### src/rtl/rtco_cfg.svh
// Register offsets, field positions, reset values and timing counts for the clock control block.
`ifndef RTCO_CFG_SVH
`define RTCO_CFG_SVH

`define RTCO_ADDR_W          8
`define RTCO_DATA_W          8
`define RTCO_CNT_W           32

`define RTCO_OFF_CONTROL     8'h04
`define RTCO_OFF_OSC_CONTROL 8'h05
`define RTCO_OFF_ALARM0      8'h08
`define RTCO_OFF_ALARM1      8'h09
`define RTCO_OFF_ALARM2      8'h0A
`define RTCO_OFF_ALARM3      8'h0B
`define RTCO_OFF_CAPT0       8'h0C
`define RTCO_OFF_CAPT1       8'h0D
`define RTCO_OFF_CAPT2       8'h0E
`define RTCO_OFF_CAPT3       8'h0F
`define RTCO_OFF_IRQ_STATUS  8'h10
`define RTCO_OFF_IRQ_ENABLE  8'h11
`define RTCO_OFF_IRQ_CLEAR   8'h12

`define RTCO_BIT_OSC_EN      7
`define RTCO_BIT_MCD_EN      6
`define RTCO_BIT_FAIL        5
`define RTCO_BIT_RUN         4
`define RTCO_BIT_ALARM_EN    3
`define RTCO_BIT_ALARM       2
`define RTCO_BIT_SET         1
`define RTCO_BIT_CAPT        0
`define RTCO_BIT_BIAS_X2     5
`define RTCO_BIT_AGC         4

`define RTCO_IRQ_ALARM       0
`define RTCO_IRQ_FAIL        1
`define RTCO_IRQ_W           2

`define RTCO_RESET_BYTE      8'h00
`define RTCO_RESET_CNT       32'h00000000
`define RTCO_ONE_CNT         32'h00000001

// Missing-clock timeout: oscillator ticks must arrive within this many nanoseconds, 5000 core cycles at the 4 ns clock.
`define RTCO_MCD_TIMEOUT_NS  20000
`define RTCO_CLK_PERIOD_NS   4
`define RTCO_MCD_CYCLES      (`RTCO_MCD_TIMEOUT_NS / `RTCO_CLK_PERIOD_NS)
`define RTCO_MCD_W           16
// Count at which a set or capture transfer finishes; the transfer is busy for this many core cycles plus one.
`define RTCO_XFER_CYCLES     4'h3
`define RTCO_XFER_W          4

`endif

### src/rtl/rtco_pkg.sv
// Types shared by the clock control block.
package rtco_pkg;
	typedef struct packed {
		logic osc_enable;
		logic missing_clock_detect_enable;
		logic timer_run;
		logic alarm_enable;
		logic auto_reset;
		logic bias_double;
		logic auto_gain_control;
	} rtco_ctrl_type;

	typedef enum logic [1:0] {
		XFER_IDLE,
		XFER_SET,
		XFER_CAPT
	} rtco_xfer_type;
endpackage

### src/rtl/rtco_mcd.sv
// Missing oscillator tick detector.
`timescale 1ns/10ps
`include "rtco_cfg.svh"
module rtco_mcd
	import rtco_pkg::*;
#(
	parameter int unsigned TIMEOUT_CYCLES = `RTCO_MCD_CYCLES
) (
	input  wire logic core_clk,  // Core clock.
	input  wire logic rst,       // Synchronous reset.
	input  wire logic enable,    // Detector armed.
	input  wire logic osc_tick,  // One pulse per oscillator cycle.
	output logic      timeout    // One-cycle pulse on a missing clock.
);
	logic [`RTCO_MCD_W-1:0] cnt_q;

	always_ff @(posedge core_clk) begin
		if (rst || !enable || osc_tick) begin
			cnt_q <= '0;
		end else if (cnt_q != TIMEOUT_CYCLES[`RTCO_MCD_W-1:0]) begin
			cnt_q <= cnt_q + 1'b1;
		end
	end

	always_ff @(posedge core_clk) begin
		if (rst) begin
			timeout <= 1'b0;
		end else begin
			timeout <= enable && !osc_tick && (cnt_q == TIMEOUT_CYCLES[`RTCO_MCD_W-1:0] - 1'b1);
		end
	end
endmodule

### src/rtl/rtco_timer.sv
// Oscillator-driven timer counter with load and alarm match.
`timescale 1ns/10ps
`include "rtco_cfg.svh"
module rtco_timer
	import rtco_pkg::*;
(
	input  wire logic                   core_clk,    // Core clock.
	input  wire logic                   rst,         // Synchronous reset.
	input  wire logic                   tick,        // Oscillator cycle enable.
	input  wire logic                   run,         // Count on ticks.
	input  wire logic                   load,        // Load the count from load_val.
	input  wire logic [`RTCO_CNT_W-1:0] load_val,    // Value loaded.
	input  wire logic [`RTCO_CNT_W-1:0] alarm_val,   // Alarm compare value.
	input  wire logic                   auto_reset,  // Clear count on alarm match.
	output logic      [`RTCO_CNT_W-1:0] count,       // Current count.
	output logic                        match        // Count reaches alarm on a tick.
);
	assign match = tick && run && (count == alarm_val);

	always_ff @(posedge core_clk) begin
		if (rst) begin
			count <= `RTCO_RESET_CNT;
		end else if (load) begin
			count <= load_val;
		end else if (match && auto_reset) begin
			count <= `RTCO_RESET_CNT;
		end else if (tick && run) begin
			count <= count + `RTCO_ONE_CNT;
		end
	end
endmodule

### src/rtl/rtco_ctrl.sv
// Clock control register, alarm flag, oscillator fail flag, set and capture sequencing.
//
// Our own choice: the strobed register port.
`timescale 1ns/10ps
`include "rtco_cfg.svh"
module rtco_ctrl
	import rtco_pkg::*;
(
	input  wire logic                     core_clk,     // Core clock, 250 MHz.
	input  wire logic                     rst,          // Synchronous reset, active high.
	input  wire logic [`RTCO_ADDR_W-1:0]  reg_addr,     // Register address.
	input  wire logic [`RTCO_DATA_W-1:0]  reg_wdata,    // Write data.
	input  wire logic                     reg_wr,       // Write strobe.
	input  wire logic                     reg_rd,       // Read strobe.
	output logic      [`RTCO_DATA_W-1:0]  reg_rdata,    // Read data, one cycle after strobe.
	input  wire logic                     osc_tick,     // One pulse per oscillator cycle.
	output logic                          osc_on,       // Oscillator and bias currents on.
	output logic                          bias_x2_on,   // Bias doubling active.
	output logic                          agc_on,       // Gain control active.
	output logic                          alarm_event,  // Alarm flag, one oscillator cycle at most unless the next tick matches again.
	output logic                          irq           // Level interrupt.
);
	rtco_ctrl_type             ctrl_q;
	rtco_xfer_type             xfer_q;
	logic                      fail_q;
	logic                      alarm_q;
	logic [`RTCO_XFER_W-1:0]   xfer_cnt_q;
	logic [`RTCO_CNT_W-1:0]    alarm_val_q;
	logic [`RTCO_CNT_W-1:0]    capt_q;
	logic [`RTCO_IRQ_W-1:0]    irq_stat_q;
	logic [`RTCO_IRQ_W-1:0]    irq_en_q;
	logic [`RTCO_DATA_W-1:0]   rdata_d;
	logic [`RTCO_CNT_W-1:0]    count;
	logic                      match;
	logic                      mcd_timeout;
	logic                      tick;
	logic                      wr_ctrl;
	logic                      wr_osc;
	logic                      xfer_done;
	logic                      load;
	logic [`RTCO_IRQ_W-1:0]    irq_ev;

	assign wr_ctrl = reg_wr && (reg_addr == `RTCO_OFF_CONTROL);
	assign wr_osc  = reg_wr && (reg_addr == `RTCO_OFF_OSC_CONTROL);
	// A stopped oscillator delivers no ticks to the timer.
	assign tick    = osc_tick && ctrl_q.osc_enable;

	// ==========================================================
	// Control fields
	always_ff @(posedge core_clk) begin
		if (rst) begin
			ctrl_q <= '0;
		end else begin
			if (wr_ctrl) begin
				ctrl_q.osc_enable                  <= reg_wdata[`RTCO_BIT_OSC_EN];
				ctrl_q.missing_clock_detect_enable <= reg_wdata[`RTCO_BIT_MCD_EN];
				ctrl_q.timer_run                   <= reg_wdata[`RTCO_BIT_RUN];
				ctrl_q.alarm_enable                <= reg_wdata[`RTCO_BIT_ALARM_EN];
				ctrl_q.auto_reset                  <= reg_wdata[`RTCO_BIT_ALARM];
			end
			if (wr_osc) begin
				ctrl_q.bias_double       <= reg_wdata[`RTCO_BIT_BIAS_X2];
				// Gain control is left to software, which must keep it off in self-oscillate mode.
				ctrl_q.auto_gain_control <= reg_wdata[`RTCO_BIT_AGC];
			end
		end
	end

	assign osc_on     = ctrl_q.osc_enable;
	assign bias_x2_on = ctrl_q.bias_double && ctrl_q.osc_enable;
	assign agc_on     = ctrl_q.auto_gain_control && ctrl_q.osc_enable;

	// ==========================================================
	// Alarm compare value
	genvar gi;
	generate
		for (gi = 0; gi < 4; gi++) begin : g_alarm
			always_ff @(posedge core_clk) begin
				if (rst) begin
					alarm_val_q[gi*8 +: 8] <= `RTCO_RESET_BYTE;
				end else if (reg_wr && (reg_addr == `RTCO_OFF_ALARM0 + 8'(gi))) begin
					alarm_val_q[gi*8 +: 8] <= reg_wdata;
				end
			end
		end
	endgenerate

	// ==========================================================
	// Fail flag
	rtco_mcd u_mcd (
		.core_clk (core_clk),
		.rst      (rst),
		.enable   (ctrl_q.missing_clock_detect_enable),
		.osc_tick (osc_tick),
		.timeout  (mcd_timeout)
	);

	// The timeout wins over a clearing write in the same cycle so the event is not lost.
	always_ff @(posedge core_clk) begin
		if (rst) begin
			fail_q <= 1'b0;
		end else if (mcd_timeout) begin
			fail_q <= 1'b1;
		end else if (wr_ctrl && !reg_wdata[`RTCO_BIT_FAIL]) begin
			fail_q <= 1'b0;
		end
	end

	// ==========================================================
	// Alarm flag
	// The flag lives for one oscillator tick; a match on the next tick re-asserts it.
	always_ff @(posedge core_clk) begin
		if (rst) begin
			alarm_q <= 1'b0;
		end else if (match && ctrl_q.alarm_enable) begin
			alarm_q <= 1'b1;
		end else if (tick || wr_ctrl) begin
			alarm_q <= 1'b0;
		end
	end
	// The write clears it whatever bit 2 holds, unless an enabled match sets it in the same cycle

	assign alarm_event = alarm_q;

	// ==========================================================
	// Set and capture sequencing
	assign xfer_done = (xfer_q != XFER_IDLE) && (xfer_cnt_q == `RTCO_XFER_CYCLES);
	assign load      = xfer_done && (xfer_q == XFER_SET);

	always_ff @(posedge core_clk) begin
		if (rst) begin
			xfer_q <= XFER_IDLE;
		end else begin
			unique case (xfer_q)
				XFER_IDLE: begin
					if (wr_ctrl && reg_wdata[`RTCO_BIT_SET]) begin
						xfer_q <= XFER_SET;
					end else if (wr_ctrl && reg_wdata[`RTCO_BIT_CAPT]) begin
						xfer_q <= XFER_CAPT;
					end
				end
				XFER_SET, XFER_CAPT: begin
					if (xfer_done) begin
						xfer_q <= XFER_IDLE;
					end
				end
				default: begin
					xfer_q <= XFER_IDLE;
				end
			endcase
		end
	end

	always_ff @(posedge core_clk) begin
		if (rst || xfer_q == XFER_IDLE) begin
			xfer_cnt_q <= '0;
		end else begin
			xfer_cnt_q <= xfer_cnt_q + 1'b1;
		end
	end

	// Software fills the holding bytes before a set; a finishing capture wins over a write in the same cycle.
	generate
		for (gi = 0; gi < 4; gi++) begin : g_capt
			always_ff @(posedge core_clk) begin
				if (rst) begin
					capt_q[gi*8 +: 8] <= `RTCO_RESET_BYTE;
				end else if (xfer_done && xfer_q == XFER_CAPT) begin
					capt_q[gi*8 +: 8] <= count[gi*8 +: 8];
				end else if (reg_wr && (reg_addr == `RTCO_OFF_CAPT0 + 8'(gi))) begin
					capt_q[gi*8 +: 8] <= reg_wdata;
				end
			end
		end
	endgenerate

	// The set loads the capture holding register into the timer.
	rtco_timer u_timer (
		.core_clk   (core_clk),
		.rst        (rst),
		.tick       (tick),
		.run        (ctrl_q.timer_run),
		.load       (load),
		.load_val   (capt_q),
		.alarm_val  (alarm_val_q),
		.auto_reset (ctrl_q.auto_reset),
		.count      (count),
		.match      (match)
	);

	// ==========================================================
	// Interrupts
	assign irq_ev = {mcd_timeout, match && ctrl_q.alarm_enable};

	always_ff @(posedge core_clk) begin
		if (rst) begin
			irq_stat_q <= '0;
		end else begin
			for (int i = 0; i < `RTCO_IRQ_W; i++) begin
				if (irq_ev[i]) begin
					irq_stat_q[i] <= 1'b1;
				end else if (reg_wr && reg_addr == `RTCO_OFF_IRQ_CLEAR && reg_wdata[i]) begin
					irq_stat_q[i] <= 1'b0;
				end
			end
		end
	end

	always_ff @(posedge core_clk) begin
		if (rst) begin
			irq_en_q <= '0;
		end else if (reg_wr && reg_addr == `RTCO_OFF_IRQ_ENABLE) begin
			irq_en_q <= reg_wdata[`RTCO_IRQ_W-1:0];
		end
	end

	assign irq = |(irq_stat_q & irq_en_q);

	// ==========================================================
	// Read path
	always_comb begin
		rdata_d = '0;
		unique case (reg_addr)
			`RTCO_OFF_CONTROL: begin
				rdata_d[`RTCO_BIT_OSC_EN]   = ctrl_q.osc_enable;
				rdata_d[`RTCO_BIT_MCD_EN]   = ctrl_q.missing_clock_detect_enable;
				rdata_d[`RTCO_BIT_FAIL]     = fail_q && ctrl_q.osc_enable;
				rdata_d[`RTCO_BIT_RUN]      = ctrl_q.timer_run;
				rdata_d[`RTCO_BIT_ALARM_EN] = ctrl_q.alarm_enable;
				rdata_d[`RTCO_BIT_ALARM]    = alarm_q;
				rdata_d[`RTCO_BIT_SET]      = (xfer_q == XFER_SET);
				rdata_d[`RTCO_BIT_CAPT]     = (xfer_q == XFER_CAPT);
			end
			`RTCO_OFF_OSC_CONTROL: begin
				rdata_d[`RTCO_BIT_BIAS_X2] = ctrl_q.bias_double;
				rdata_d[`RTCO_BIT_AGC]     = ctrl_q.auto_gain_control;
			end
			`RTCO_OFF_ALARM0: rdata_d = alarm_val_q[7:0];
			`RTCO_OFF_ALARM1: rdata_d = alarm_val_q[15:8];
			`RTCO_OFF_ALARM2: rdata_d = alarm_val_q[23:16];
			`RTCO_OFF_ALARM3: rdata_d = alarm_val_q[31:24];
			`RTCO_OFF_CAPT0:  rdata_d = capt_q[7:0];
			`RTCO_OFF_CAPT1:  rdata_d = capt_q[15:8];
			`RTCO_OFF_CAPT2:  rdata_d = capt_q[23:16];
			`RTCO_OFF_CAPT3:  rdata_d = capt_q[31:24];
			`RTCO_OFF_IRQ_STATUS: rdata_d[`RTCO_IRQ_W-1:0] = irq_stat_q;
			`RTCO_OFF_IRQ_ENABLE: rdata_d[`RTCO_IRQ_W-1:0] = irq_en_q;
			default: rdata_d = '0;
		endcase
	end

	always_ff @(posedge core_clk) begin
		if (rst) begin
			reg_rdata <= '0;
		end else if (reg_rd) begin
			reg_rdata <= rdata_d;
		end else begin
			reg_rdata <= '0;
		end
	end
endmodule

### config.mk
export PLATFORM = sky130hd
export DESIGN_NAME = rtco_ctrl
export DESIGN_NICKNAME = d
export VERILOG_FILES = /design/src/rtl/rtco_pkg.sv /design/src/rtl/rtco_mcd.sv /design/src/rtl/rtco_timer.sv /design/src/rtl/rtco_ctrl.sv
export VERILOG_INCLUDE_DIRS = /design/src /design/src/rtl
export SDC_FILE = /design/constraint.sdc
export NUM_CORES = 1
export LEC_CHECK = 0
export BUFFER_PORTS_ARGS = -buffer_cell sky130_fd_sc_hd__buf_4
export CORE_ASPECT_RATIO = 0.5
export CORE_MARGIN = 2
export CORE_UTILIZATION = 28
export DETAILED_ROUTE_END_ITERATION = 12
export MAX_ROUTING_LAYER = met4
export PLACE_DENSITY = 0.53
export SLEW_MARGIN = 25
export SYNTH_ARGS = -nofsm -noshare
export SYNTH_HDL_FRONTEND = slang
export SYNTH_SLANG_ARGS = --single-unit
### constraint.sdc
create_clock -name core_clk -period 5.6 [get_ports core_clk]
set_input_delay 1.12 -clock core_clk [delete_from_list [all_inputs] [get_ports core_clk]]
set_output_delay 1.12 -clock core_clk [all_outputs]
set_load 0.05 [all_outputs]
---- After elaboration in Yosys (flattened, before gate mapping) ----
Index checks and enable logic that the tools add are counted.
storage, ports and cells
  flip-flop bits (word level) ............. 140
cells by class
  add/subtract/negate cells ............... 3
  equality and inequality tests ........... 21
  multiplexer cells ....................... 27
  bitwise gates (word level) .............. 2
  reductions and logical operators ........ 52
operators with widths
  cell                                                      count
  2-to-1 mux 32 bit                                         3
  == test 8 x 4 -> 1 bit (second input constant)            8
  2-to-1 mux 8 bit                                          8
  one-hot mux 2 bit (9 select lines)                        2
  adder 32 x 1 -> 32 bit (second input constant)            1
  == test 32 bit                                            1
  logical AND 1 bit                                         30
  == test 8 x 5 -> 1 bit (second input constant)            3
  one-hot mux 2 bit (11 select lines)                       1
  one-hot mux 2 bit (10 select lines)                       1
  nonzero test 2 bit                                        9
  adder 16 x 1 -> 16 bit (second input constant)            1
  == test 16 x 13 -> 1 bit (second input constant)          1
  == test 8 x 3 -> 1 bit (second input constant)            2
  inequality test 16 x 13 -> 1 bit (second input constant)  1
  2-to-1 mux 1 bit                                          8
  2-to-1 mux 2 bit                                          3
  OR reduction 2 bit                                        3
  adder 4 x 1 -> 4 bit (second input constant)              1
  == test 4 x 2 -> 1 bit (second input constant)            1
  logical OR 1 bit                                          4
  one-hot mux 2 bit (2 select lines)                        1
  zero test 1 bit                                           3
  inequality test 3 bit (second input constant)             1
  other kinds (8)                                           8

---- Logic depth before layout (Yosys ltp) ----
  word-level depth ........................ 6
  depth in mapped cells ................... 11
  depth with buffers taken out ............ 8

---- Modules after synthesis ----
A second synthesis with hierarchy kept.
unflattened totals
  cells, all modules ...................... 914
  area total of the unflattened synthesis .. 7937.6 sq um
modules (own cells, without submodules)
  module      times used  cells an instance  area an instance (sq um)
  rtco_ctrl   1           492                4581.9
  rtco_timer  1           328                2524.9
  rtco_mcd    1           94                 830.8

---- Least setup slack after synthesis ----
No wires, ideal clock.
  path type ............................... input -> register
  start point ............................. input port osc_tick
  end point ............................... register u_timer.count[30]
  data arrival time ....................... 2798 ps
  setup slack ............................. 2717 ps
  stages on the path ...................... 8
  cells stage by stage .................... and3_1 > buf_6 > nand2_4 > or4_4 > buf_6 > or3_4 > xnor2_2 > a211oi_1
between the ends
  longest elaborated chain between the ends .. 6
  elaborated cells on any way between the ends .. 7
RTL lines
  element                 line                                RTL
  start: declaration      rtco_ctrl.sv:16                     input wire logic osc_tick,
  logical AND 1 bit (*)   rtco_ctrl.sv:46                     assign tick = osc_tick && ctrl_q.osc_enable;
  logical AND 1 bit (*)   rtco_timer.sv:18, rtco_timer.sv:27
  logical AND 1 bit       rtco_timer.sv:18                    assign match = tick && run && (count == alarm_val);
  logical AND 1 bit       rtco_timer.sv:25                    end else if (match && auto_reset) begin
  2-to-1 mux 32 bit       rtco_timer.sv:25
  2-to-1 mux 32 bit       rtco_timer.sv:23                    end else if (load) begin
  end signal: assignment  rtco_timer.sv:22                    count <= `RTCO_RESET_CNT;
  end signal: assignment  rtco_timer.sv:24                    count <= load_val;
  end signal: assignment  rtco_timer.sv:26                    count <= `RTCO_RESET_CNT;
  end: declaration        rtco_timer.sv:15                    output logic [`RTCO_CNT_W-1:0] count,
Mark *: on every way between the ends. The rest lies on a longest branch, timed or not.
A chain may end at the register's enable or synchronous reset.

---- Worst setup path in the final report ----
  start point ............................. input port reg_addr[5]
  end point ............................... register capt_q[25]
between the ends
  longest elaborated chain between the ends .. 3
RTL lines
  element                         line              RTL
  start: declaration              rtco_ctrl.sv:11   input wire logic [`RTCO_ADDR_W-1:0] reg_addr,
  == test 8 x 4 -> 1 bit          rtco_ctrl.sv:170  end else if (reg_wr && (reg_addr == `RTCO_OFF_CAPT0 + 8'(gi))) begin
  logical AND 1 bit               rtco_ctrl.sv:170
  nonzero test 2 bit (no line)    -
  end signal: indexed assignment  rtco_ctrl.sv:167  capt_q[gi*8 +: 8] <= `RTCO_RESET_BYTE;
  end signal: indexed assignment  rtco_ctrl.sv:169  capt_q[gi*8 +: 8] <= count[gi*8 +: 8];
  end signal: indexed assignment  rtco_ctrl.sv:171  capt_q[gi*8 +: 8] <= reg_wdata;
  end: declaration                rtco_ctrl.sv:29   logic [`RTCO_CNT_W-1:0] capt_q;
No other way between the ends.

==> impl_results.md <==
* Io pins at 34
* Sequential-to-total area share from yosys stat at between 30 and 40%
* Yosys reg bits at 140
* Number of global-route vias before repair at roughly 6400
* Largest area contributor in the netlist: dfxtp_1
* Setup TNS at 0 ps
* Top cells by count, synth: dfxtp_1, nor2_1, nand2_1, nand3_1
* CP endpoint kind: register
* Htree depth at 4
* WL final at about 25000 microns
* Slew HR at 36.9%
* Fin util at between 30% and 40%
* 1st-pass router iterations at 6
* F_max at 296 MHz
* Gr ovfl total at 0
* Netlist cell types at 70
* Detail Route Antenna Nets at 0
* Asr flop ratio synth at 0%
* Hold Crit Class: reg2reg
* CP Max Fanout at 22
* Total CTS buffers at 17
* Post-Syn Area at ~0.0074 sq mm
* Die extent in y at 119 microns
* # DRC at 0
* Post-Syn Nets at just over 900
* Total inserted antenna cells at 0
* Post-synth top area share at a little under two fifths
* HPWL Detailed at roughly 18000 microns
* VDD IR-drop max at roughly 0.13 mV
* Largest net degree at the start of global routing at 65
* PwrDens at 279 mW/mm^2
* Data arrival, critical path at approximately 3700 ps
* Wire length per cell at 20.1 microns
* Post-DP Area at between 0.007 and 0.008 sq mm
* Via/cell ratio at roughly 5.4
* Area growth syn-to-layout at 14.9%
* Yosys warning total at 0
* Clock sink total at 140
* Finished Cell Area at 0.00854 sq mm
* Core Area at 0.0263 sq mm
* Port Buffer Count at 33
* Initial antenna violation count at 0
* Share of cells above drive strength 1 at between 10% and 20%
* Cts-stage hold buffer count at 0
* First-pass GRT wire length at between 30000 and 40000 microns
* CTS root buf: clkbuf_16
* EDFF count, synth at 0
* Leakage at around 3.3 nW
* Tcrit/Tclk final at 60.2%
* Worst Max-Slew Pin Slew at 939 ps
* Main synth FF type: dfxtp_1
* Final setup violation count at 0
* Synthesized area per cell at 8.29 sq um
* Global Route Usage Sum at 18.9%
* Status: finished, final reports clean
* Initial Util at roughly 28%
* CTS Buffer Depth at 2
* Clock-pin slew on the worst setup and hold paths at approximately 60 ps
* Synth area leaders: dfxtp_1, xor2_1, nor2_1
* # resized after CTS at 0
* Critical path type: in2reg
* DRT iter0 DRCs at 728
* Rows at 42
* Clock Latency Late Sink at around 430 ps
* Die Wd at between 200 and 250 microns
* Final #Nets at 911
* Setup repair bufs after CTS at 0
* Final Max Slew Viols at 0
* Max cap viols at 0
* Post-Syn Instances at 897
* Hold Violations, Final at 0
* Clock Skews at approximately 8.6 ps
* Most numerous cell in the Yosys netlist: dfxtp_1
* CTS tree: done
* Critical Path RT at around 6000 ps
* Fin crit period at 3370 ps
* DIE AREA at 0.0279 sq mm
* RSZ-0062 raised after global routing: false
* Via count at roughly 6700
* Startpoint types: input port
* RD Place Congestion at 0.956
==> registers in the layout, indices dropped and copies added, names as in the netlist <==
signal and flops:
irq_stat_q 2, irq_en_q 2, fail_q 1, xfer_cnt_q 4, alarm_val_q 32, xfer_q 2, u_mcd.cnt_q 16, alarm_event 1
capt_q 32, u_timer.count 32, ctrl_q 6, u_mcd.timeout 1, osc_on 1, reg_rdata 8
==> area by class of cell <==
| class | instances | area (sq um) |
|---|---|---|
| clock inverter | 12 | 218 |
| clock buffer | 20 | 447 |
| timing repair buffer | 39 | 293 |
| fill | 2778 | 17700 |
| sequential | 140 | 2800 |
| multi-input combinational | 675 | 4310 |
| inverter | 10 | 37.5 |
| tap | 352 | 440 |
==> logic make-up after synthesis <==
kind of cell             after synthesis  synth area share, %
AND/OR/NAND/NOR                      394                 25.9
AO/OA/AOI/OAI                        157                 14.9
flip-flops                           140                 37.7
buffers and inverters                 82                 4.58
XOR/XNOR                              70                 8.35
multiplexers                          47                 7.37
adder cells (fa/ha/maj)                7                 1.18
==> per-layer routing <==
metal	routed length [microns]	global-route usage, %	share of wire [%]
met5	0	-	0
met2	11200	27.9	45
met1	11800	26.3	47
met3	1660	2.92	6.6
met4	461	6.17	1.8
==> layout by cell type (no fill, tap or decap), drive strengths merged, types with 7 or more instances in the layout <==
master / synthesis / routed
inv: 10 / 10
and3: 10 / 10
a311oi: 18 / 18
xnor2: 19 / 19
nand2b: 7 / 7
nand3: 72 / 72
nor4: 12 / 12
dfxtp: 140 / 140
o21ai: 11 / 11
xor2: 51 / 51
nor3: 19 / 19
clkbuf: 52 / 20
a21oi: 51 / 51
a211oi: 37 / 37
nand4: 18 / 18
ha: 7 / 7
mux2i: 39 / 39
buf: 20 / 39
nand2: 109 / 109
and2: 7 / 7
nor2: 114 / 114
==> worst max-delay path: stages <==
cell,delay [ps]
buf_4,120
nor4_2,450
and3_1,800
nand4_1,670
mux2i_1,270
a211oi_1,270
==> through the flow <==
| stage | instances | hold WS [ps] | worst slack, ps | power [W] |
|---|---|---|---|---|
| 2_1_floorplan | 897 | 425 | 2720 | 0.00107 |
| 3_3_place_gp | 1216 | 442 | 1700 | 0.00110 |
| 3_5_place_dp | 1216 | 461 | 1820 | 0.00110 |
| 4_1_cts | 1248 | 470 | 2270 | 0.00239 |
| 5_1_grt | 1248 | 472 | 2040 | 0.00244 |
| 6_report | 1248 | 461 | 2230 | 0.00238 |
==> where the power goes <==
part	switching, W	internal [W]
Sequential	0.000000872	0.000997
Combinational	0.0000616	0.0000225
Clock	0.000457	0.000844
Total	0.000519	0.00186
==> final timing paths <==
path	slack (ps)	cells past startpoint	start	endpoint
worst min-delay path	460	1	xfer_cnt_q[0]$_SDFF_PP0_	xfer_cnt_q[0]$_SDFF_PP0_
worst max register to register	2610	6	osc_on$_SDFFE_PP0N_	u_timer.count[15]$_SDFFE_PP0P_
worst min register to register	460	1	xfer_cnt_q[0]$_SDFF_PP0_	xfer_cnt_q[0]$_SDFF_PP0_
worst max-delay path	2230	6	reg_addr[5]	capt_q[25]$_SDFFE_PP0P_
(Power assumes the default switching activity.)
